$ cat src/design/wdr_params.svh
`ifndef WDR_PARAMS_SVH
`define WDR_PARAMS_SVH

// core clock and reset pulse timing
`define WDR_CLK_PERIOD_PS   8000
`define WDR_HALF_PER_PS     4000
`define WDR_FILTER_NS       500
`define WDR_LONG_HALF       (1032 + 12)
`define WDR_HOLD_HALF       1032

`define WDR_MIN_PULSE_PS    (((4 * `WDR_HALF_PER_PS) > (`WDR_FILTER_NS * 1000)) ? \
                             (4 * `WDR_HALF_PER_PS) : (`WDR_FILTER_NS * 1000))
`define WDR_SHORT_CYC       ((`WDR_MIN_PULSE_PS + `WDR_CLK_PERIOD_PS - 1) / `WDR_CLK_PERIOD_PS)
`define WDR_LONG_CYC        (((`WDR_LONG_HALF * `WDR_HALF_PER_PS) + `WDR_MIN_PULSE_PS + \
                              `WDR_CLK_PERIOD_PS - 1) / `WDR_CLK_PERIOD_PS)
`define WDR_HOLD_CYC        ((`WDR_HOLD_HALF * `WDR_HALF_PER_PS) / `WDR_CLK_PERIOD_PS)

// prescaler divide ratios
`define WDR_DIV_FAST        2
`define WDR_DIV_SLOW        128

// counter layout and reset values
`define WDR_COUNT_RESET     16'h0000
`define WDR_COUNT_MAX       16'hffff
`define WDR_LOW_BYTE_CLR    8'h00

`endif

$ cat src/design/wdr_pkg.sv
package wdr_pkg;

   typedef struct packed {
      logic powerOn;
      logic longHw;
      logic shortHw;
      logic watchdog;
      logic software;
   } wdr_flags_t;

   typedef enum logic [1:0] {PH_RUN, PH_HOLD, PH_PINLOW} wdr_phase_t;

   typedef struct packed {
      wdr_phase_t  phase;
      logic [15:0] count;
      logic        running;
      logic        initDone;
      wdr_flags_t  flags;
      logic [9:0]  holdCnt;
      logic [10:0] lowCnt;
      logic        rstSync1;
      logic        rstSync2;
      logic        pwrDnSync1;
      logic        pwrDnSync2;
      logic [2:0]  drvDly;
      logic        outN;
      logic        pinOe;
      logic        pinOut;
      logic        chipReset;
   } wdr_state_t;

   typedef struct packed {
      logic [6:0] div;
      logic       tick;
   } wdr_presc_state_t;

endpackage : wdr_pkg

$ cat src/design/wdr_prescaler.sv
`timescale 1ns/1ns
`include "wdr_params.svh"

module wdr_prescaler (
   input  wire logic core_clk, // system clock
   input  wire logic rst_n,    // async reset, active low
   input  wire logic clkEn,    // freezes state while low
   input  wire logic clear,    // restart division from zero
   input  wire logic divSel,   // 0: divide by 2, 1: divide by 128
   output logic      tick      // one-cycle pulse per prescaled period
);

   wdr_pkg::wdr_presc_state_t s;
   wdr_pkg::wdr_presc_state_t next_s;

   always_comb begin
      next_s = s;
      next_s.tick = 1'b0;
      if (clear) begin
         next_s.div = 7'h00;
      end else if (divSel) begin
         next_s.div = s.div + 7'h01;
         // tick is registered, so flag it one count early to keep a 128-cycle period
         next_s.tick = (s.div == 7'(`WDR_DIV_SLOW - 2));
      end else begin
         next_s.div = 7'h00;
         next_s.tick = (s.div == 7'(`WDR_DIV_FAST - 2)) && !s.tick;
      end
   end

   always_ff @(posedge core_clk or negedge rst_n) begin
      if (!rst_n) begin
         s <= '0;
      end else if (clkEn) begin
         s <= next_s;
      end
   end

   assign tick = s.tick;

endmodule : wdr_prescaler

$ cat src/design/wdr_watchdog.sv
// Function
// - watchdog counter runs right after every reset, no setup needed.
// - disable accepted only before end of init; ignored afterwards until reset.
// - counter overflow without service triggers an internal chip reset.
// - during watchdog reset the reset output pin is driven low.
// - 16-bit counter clocked by core clock divided by 2 or 128.
// - each service loads counter high byte from the reload byte.
// - timeout spans 256 ticks (reload ff) to 65536 ticks (reload 00).
// - status flags record reset sources seen since the last end of init or power-on reset; async reset sets no flag.
// - counter overflow reset sets the watchdog reset flag.
// - software reset instruction sets the software reset flag.
// - hardware resets set power-on, long or short flag by pulse and pin.
// - power-down pin high: pulse length picks long or short flag.
// - end of init clears all reset-source flags.
// - six reset cases: power-on, async, long, short, watchdog, software.
// - with bidirectional reset, low power-down pin blocks driving reset input.
`timescale 1ns/1ns
`include "wdr_params.svh"

module wdr_watchdog (
   input  wire logic        core_clk,                 // system clock, 125 MHz
   input  wire logic        rst_n,                    // power-on reset, async, active low
   input  wire logic        clkEn,                    // freezes all state while low
   input  wire logic        resetInputPinIn,          // reset input pin level, low = reset
   output logic             resetInputPinOut,         // reset input pin drive value
   output logic             resetInputPinOe,          // reset input pin drive enable
   input  wire logic        resetPowerDownPin,        // reset power-down pin level
   input  wire logic        bidirectionalResetEnable, // drive reset input on sw/wdt reset
   input  wire logic        watchdogPrescaleSelect,   // 0: /2, 1: /128
   input  wire logic [7:0]  watchdogReloadByte,       // reload for counter high byte
   input  wire logic        serviceStrobe,            // service instruction pulse
   input  wire logic        disableStrobe,            // disable instruction pulse
   input  wire logic        endOfInitStrobe,          // end-of-init instruction pulse
   input  wire logic        softwareResetStrobe,      // software reset instruction pulse
   output logic             resetOutputPinN,          // reset output pin, active low
   output logic             chipReset,                // internal hardware reset, active high
   output logic [15:0]      watchdogCount,            // current counter value
   output logic             watchdogRunning,          // counter enabled
   output logic             initDone,                 // end of init has executed
   output wdr_pkg::wdr_flags_t watchdogControlReg     // reset-source flags
);

   wdr_pkg::wdr_state_t s;
   wdr_pkg::wdr_state_t next_s;
   logic                tick;
   logic                presClear;

   // high byte from reload, low byte cleared
   function automatic logic [15:0] reloadValue(input logic [7:0] rel);
      reloadValue = {rel, `WDR_LOW_BYTE_CLR};
   endfunction : reloadValue

   // classify a released external reset pulse into a flag set
   function automatic wdr_pkg::wdr_flags_t classifyPulse(input logic [10:0] len,
                                                         input logic pwrDnHigh);
      classifyPulse = '0;
      if (pwrDnHigh) begin
         if (len > 11'(`WDR_LONG_CYC)) begin
            classifyPulse.longHw = 1'b1;
         end else if (len > 11'(`WDR_SHORT_CYC)) begin
            classifyPulse.shortHw = 1'b1;
         end
      end
   endfunction : classifyPulse

   wdr_prescaler u_presc (
      .core_clk (core_clk),
      .rst_n    (rst_n),
      .clkEn    (clkEn),
      .clear    (presClear),
      .divSel   (watchdogPrescaleSelect),
      .tick     (tick)
   );

   // prescaler restarts whenever the chip sits in reset
   assign presClear = (s.phase != wdr_pkg::PH_RUN) || serviceStrobe;

   always_comb begin
      logic                pinLow;
      logic                selfMask;
      logic                pwrDnHigh;
      logic                swReq;
      logic                wdtOvf;
      wdr_pkg::wdr_flags_t setF;
      wdr_pkg::wdr_flags_t clrF;
      pinLow   = 1'b0;
      selfMask = 1'b0;
      pwrDnHigh = 1'b0;
      swReq    = 1'b0;
      wdtOvf   = 1'b0;
      setF     = '0;
      clrF     = '0;
      next_s   = s;

      // pins from outside the clock domain pass two flops
      next_s.rstSync1 = resetInputPinIn;
      next_s.rstSync2 = s.rstSync1;
      next_s.pwrDnSync1 = resetPowerDownPin;
      next_s.pwrDnSync2 = s.pwrDnSync1;

      pinLow    = !s.rstSync2;
      pwrDnHigh = s.pwrDnSync2;

      // our own drive of the reset input comes back through the syncs;
      // masking it for the sync depth keeps it from reading as a pin reset
      next_s.drvDly = {s.drvDly[1:0], s.pinOe};
      selfMask      = s.pinOe || (|s.drvDly);

      next_s.pinOut = 1'b0;

      case (s.phase)
         wdr_pkg::PH_RUN: begin
            swReq  = softwareResetStrobe;
            // a service in the overflow cycle still rescues the chip
            wdtOvf = s.running && tick && (s.count == `WDR_COUNT_MAX)
                     && !serviceStrobe;
            if (endOfInitStrobe) begin
               next_s.initDone = 1'b1;
               clrF            = '1;
            end
            if (disableStrobe && !s.initDone && !endOfInitStrobe) begin
               next_s.running = 1'b0;
            end
            if (serviceStrobe) begin
               next_s.count = reloadValue(watchdogReloadByte);
            end else if (s.running && tick) begin
               next_s.count = s.count + 16'h0001;
            end
            if (pinLow && !selfMask) begin
               next_s.phase  = wdr_pkg::PH_PINLOW;
               next_s.lowCnt = 11'h001;
            end else if (wdtOvf || swReq) begin
               next_s.phase   = wdr_pkg::PH_HOLD;
               next_s.holdCnt = 10'h000;
               setF.watchdog  = wdtOvf;
               setF.software  = swReq;
               // low power-down pin blocks the bidirectional drive
               next_s.pinOe   = bidirectionalResetEnable && pwrDnHigh;
            end
         end
         wdr_pkg::PH_HOLD: begin
            next_s.holdCnt = s.holdCnt + 10'h001;
            if (s.holdCnt == 10'(`WDR_HOLD_CYC - 1)) begin
               next_s.phase = wdr_pkg::PH_RUN;
               next_s.pinOe = 1'b0;
            end
         end
         wdr_pkg::PH_PINLOW: begin
            if (pinLow) begin
               if (s.lowCnt != 11'h7ff) begin
                  next_s.lowCnt = s.lowCnt + 11'h001;
               end
            end else begin
               // low power-down pin gives an asynchronous reset with no flag
               setF = classifyPulse(s.lowCnt, pwrDnHigh);
               next_s.phase = wdr_pkg::PH_RUN;
            end
         end
         default: begin
            next_s.phase = wdr_pkg::PH_RUN;
         end
      endcase

      // chip reset state: counter restarts enabled when reset ends
      if (next_s.phase != wdr_pkg::PH_RUN) begin
         next_s.count    = `WDR_COUNT_RESET;
         next_s.running  = 1'b1;
         next_s.initDone = 1'b0;
      end

      // a new source wins over a clear in the same cycle
      next_s.flags = (s.flags & ~clrF) | setF;

      next_s.chipReset = (next_s.phase != wdr_pkg::PH_RUN);
      next_s.outN      = (next_s.phase == wdr_pkg::PH_RUN);
   end

   always_ff @(posedge core_clk or negedge rst_n) begin
      if (!rst_n) begin
         s               <= '0;
         s.phase         <= wdr_pkg::PH_RUN;
         s.count         <= `WDR_COUNT_RESET;
         s.running       <= 1'b1;
         s.flags.powerOn <= 1'b1;
         s.rstSync1      <= 1'b1;
         s.rstSync2      <= 1'b1;
         s.chipReset     <= 1'b1;
      end else if (clkEn) begin
         s <= next_s;
      end
   end

   assign resetInputPinOut   = s.pinOut;
   assign resetInputPinOe    = s.pinOe;
   assign resetOutputPinN    = s.outN;
   assign chipReset          = s.chipReset;
   assign watchdogCount      = s.count;
   assign watchdogRunning    = s.running;
   assign initDone           = s.initDone;
   assign watchdogControlReg = s.flags;

endmodule : wdr_watchdog

$ cat config.mk
export PLATFORM = sky130hd
export DESIGN_NAME = wdr_watchdog
export DESIGN_NICKNAME = d
export VERILOG_FILES = /design/src/design/wdr_pkg.sv /design/src/design/wdr_prescaler.sv /design/src/design/wdr_watchdog.sv
export VERILOG_INCLUDE_DIRS = /design/src /design/src/design
export SDC_FILE = /design/constraint.sdc
export NUM_CORES = 1
export LEC_CHECK = 0
export BUFFER_PORTS_ARGS = -buffer_cell sky130_fd_sc_hd__clkbuf_2
export CORE_MARGIN = 2
export CORE_UTILIZATION = 25
export DETAILED_ROUTE_END_ITERATION = 16
export SLEW_MARGIN = 40
export SYNTH_ARGS = -nofsm -noshare
export SYNTH_HDL_FRONTEND = slang
export SYNTH_SLANG_ARGS = --single-unit
$ cat constraint.sdc
create_clock -name core_clk -period 2.55 [get_ports core_clk]
set_input_delay 0.51 -clock core_clk [delete_from_list [all_inputs] [get_ports core_clk]]
set_output_delay 0.51 -clock core_clk [all_outputs]
set_load 0.005 [all_outputs]
==> flow_summary_export.csv <==
group,metric,value,unit
synth,dominantRegCellSynth,"dfrtp_1",
clocking,cts_buffer_depth,2,
synth,yosysSeqAreaShare,0.4302,
setup_path,crit_required,2810,ps
global_route,grt_antenna_before_repair,0,
finish,n_fill_cell,1496,
die,initial_utilization,0.2562,
sta,finalSetupTns,0,ps
pwr,pwr-share-clk,0.342,
clocking,cts_root_buf,"clkbuf_16",
pwr,switching_share,0.3327,
die,die_h,126.3,um
setup_path,worstPathArrival,2650,ps
sta,period_share,0.9384,
clocking,cts_tree,"yes",
placement,place_ws,144.7,ps
synth,yosysUniqueCellTypes,66,
detailed_routing,drt_iter0_markers,175,
sta,setup_violations,0,
global_route,grt_pass1_vias,3159,
setup_path,cp_max_fo,7,
sta,period_minus_slack,2393,ps
detailed_routing,dr.pass1.iters,4,
clocking,post_cts_buffers,0,
setup_path,critPathCaptureType,"register",
run_status,status,"completed",
die,coreArea,14590,um2
synth,syn_nets,433,
finish,areaGrowthSynthToFinish,17.54,%
pwr,intPower,2.597,mW
detailed_routing,wire_per_inst,15.09,um
die,design.portCount,46,
synth,ys_top_cells_by_area,"dfrtp_1 (40%), buf_4 (4.4%), a21oi_1 (4.2%)",
setup_path,start_kind,"register",
pwr,power_frac_seq,0.382,
synth,synth_edf_count,0,
worst_hold_path,hp-class,"primary input to asynchronous set/reset pin",
sta,slew_headroom,0.5802,
sta,drv_slew,0,
finish,mostFrequentLayoutCells,"dfrtp_1 (59), clkbuf_2 (44), nor2_1 (37), nand2_1 (33), a21oi_1 (31)",
die,dieArea,15940,um2
clocking,clk_pin_slew,50,ps
placement,port_buffers,44,
clocking,numCtsBuffers,9,
clocking,clock_sinks,64,
sta,fin_skew,8.871,ps
global_route,overflow,0,
synth,synth_seq_cells,64,
synth,syn_area,3737,um2
flow_run,drv_cap,0,
sta,fin_ws,157.0,ps
sta,fmax,0.4179,GHz
detailed_routing,wirelength,9445,um
global_route,grt_pass1_wl,15680,um
sta,whs,268.0,ps
placement,dp_hpwl,6900,um
detailed_routing,antenna_left,0,
finish,diodes,0,
sta,finalHoldViolCount,0,
detailed_routing,drc,0,
synth,synth_top_area_frac,0.3950,
pwr,p_switching,1.295,mW
synth,postSynthAreaPerCell,9.183,um2
pwr,power_leakage,1.852,nW
die,die_width,126.3,um
synth,synthCells,407,
setup_path,worst-setup-path-type,"register to register",
sta,tightest_slew,624.9,ps
detailed_routing,vias,3152,
finish,drive_gt1_frac,0.2240,
finish,nNetsFinal,464,
finish,mostFrequentLayoutCell,"dfrtp_1",
detailed_routing,viasPerCell,5.035,
global_route,grt_use_total,0.1206,
clocking,clk_latency,330,ps
pwr,finalPower,3.892,mW
pwr,pwr-share-comb,0.277,
global_route,grt_start_max_net_pins,65,
synth,yosysTopAreaCell,"dfrtp_1",
pwr,power_density,886.0,nW/um2
finish,final_util,0.3011,
placement,place_congestion,0.7847,
die,placementRows,44,
synth,ys_warn_count,0,
clocking,htreeDepth,3,
synth,async_flop_share,1.000,
sta,rsz0062_at_grt,"no",
pwr,ir_worst_vdd,292.1,uV
==> kinds of logic (layout without fill, tap and decap cells) <==
| group | Yosys count | count (layout) | share of synthesized area |
|---|---|---|---|
| and+or+nand+nor | 153 | 153 | 0.2143 |
| other | 1 | 1 | 0.001003 |
| adders and majority gates | 7 | 7 | 0.02343 |
| DFF | 64 | 64 | 0.4302 |
| buffers and inverters | 50 | 85 | 0.07499 |
| AOI/OAI and AO/OA | 108 | 108 | 0.1922 |
| muxes | 13 | 13 | 0.03817 |
| xor gates and xnor gates | 11 | 11 | 0.02578 |
==> per-layer routing <==
metal / vias up / wire (um) / track usage
met2: 64 / 4383 / 0.1913
li1: 1535 / - / -
met4: 0 / 186 / 0.04783
met3: 15 / 282 / 0.01699
met5: - / 0 / 0
met1: 1538 / 4593 / 0.1662
==> power by group through the flow <==
stage          combinational, mW  sequential, mW  clock, mW
2_1_floorplan              0.806            1.44          0
3_3_place_gp                1.04            1.49          0
3_5_place_dp                1.07            1.50          0
4_1_cts                     1.08            1.48       1.34
5_1_grt                     1.21            1.53       1.38
6_report                    1.08            1.49       1.33
==> final cells by class <==
type	instances	area (um2)	area share
clock buffers	12	246.5	0.05611
clock inverters	3	67.56	0.01538
inverters	11	41.29	0.009399
multi-input cells	293	1863	0.4241
flip-flops and latches	64	1608	0.3660
well taps	184	230.2	0.05241
repair buffers	59	336.6	0.07662
==> worst max-delay path, stage by stage, from the launching register on <==
cell     delay, ps
dfrtp_1        400
ha_1           240
nor4b_1        150
and4b_4        220
a221o_1        380
a31o_4         280
buf_4          160
or3_1          340
a21oi_1        140
==> state kept, by name, summed over array words and instances, names as in the netlist <==
register            cells
s                      26
watchdogCount          16
u_presc.s               7
watchdogControlReg      5
next_s                  4
chipReset               1
initDone                1
resetInputPinOe         1
resetOutputPinN         1
u_presc.tick            1
watchdogRunning         1
==> synthesized netlist by cell type (2+ instances only) <==
cell type	count
o2bb2ai_1	6
a22o_1	4
o22a_1	2
nand2b_1	4
a41oi_1	4
o31ai_1	7
nand2_1	33
a21oi_1	31
a311oi_1	4
and3_1	3
mux2_2	10
nor4b_1	2
nor4_1	2
a32o_1	2
nand4b_1	2
o21ai_1	2
xnor2_1	7
dfstp_2	5
nor2b_1	5
buf_2	2
a21o_1	3
nand4_1	11
nor3_1	14
or3_1	6
xor2_1	4
inv_1	10
buf_4	22
a31oi_1	4
or4_1	2
nor3b_1	3
nor2_1	37
nand3_1	15
mux2i_1	3
clkbuf_1	13
o211ai_1	3
or4_4	2
a211oi_1	2
o21ai_0	21
ha_1	7
a41o_1	2
dfrtp_1	59
and4_1	3
==> repair_timing <==
action                                  CTS  global route
endpoints found under the setup margin    0             3
hold buffers                              0             0
resized for setup                         0             3
==> through the flow <==
stage                     area [um2]  cells
after floorplan                 3737    407
after global placement          4061    611
after detailed placement        4061    611
after CTS                       4375    626
after global routing            4393    626
final                           4393    626
==> final timing paths <==
check                                             startpoint                                 to  slack, ps  cells after the start
setup / recovery                           s[22]$_DFFE_PN0P_       watchdogCount[3]$_DFFE_PN0P_        160                      8
hold / removal                                         rst_n           u_presc.s[5]$_DFFE_PN0P_        270                      2
setup reg to reg                           s[22]$_DFFE_PN0P_       watchdogCount[3]$_DFFE_PN0P_        160                      8
hold reg to reg            watchdogControlReg[0]$_DFFE_PN0P_  watchdogControlReg[0]$_DFFE_PN0P_        490                      2
max in group asynchronous                              rst_n  watchdogControlReg[3]$_DFFE_PN0P_       1850                      2
min in group core_clk                        resetInputPinIn              next_s[9]$_DFFE_PN1P_        420                      2
Note: power is estimated with default switching activity, not from simulation.
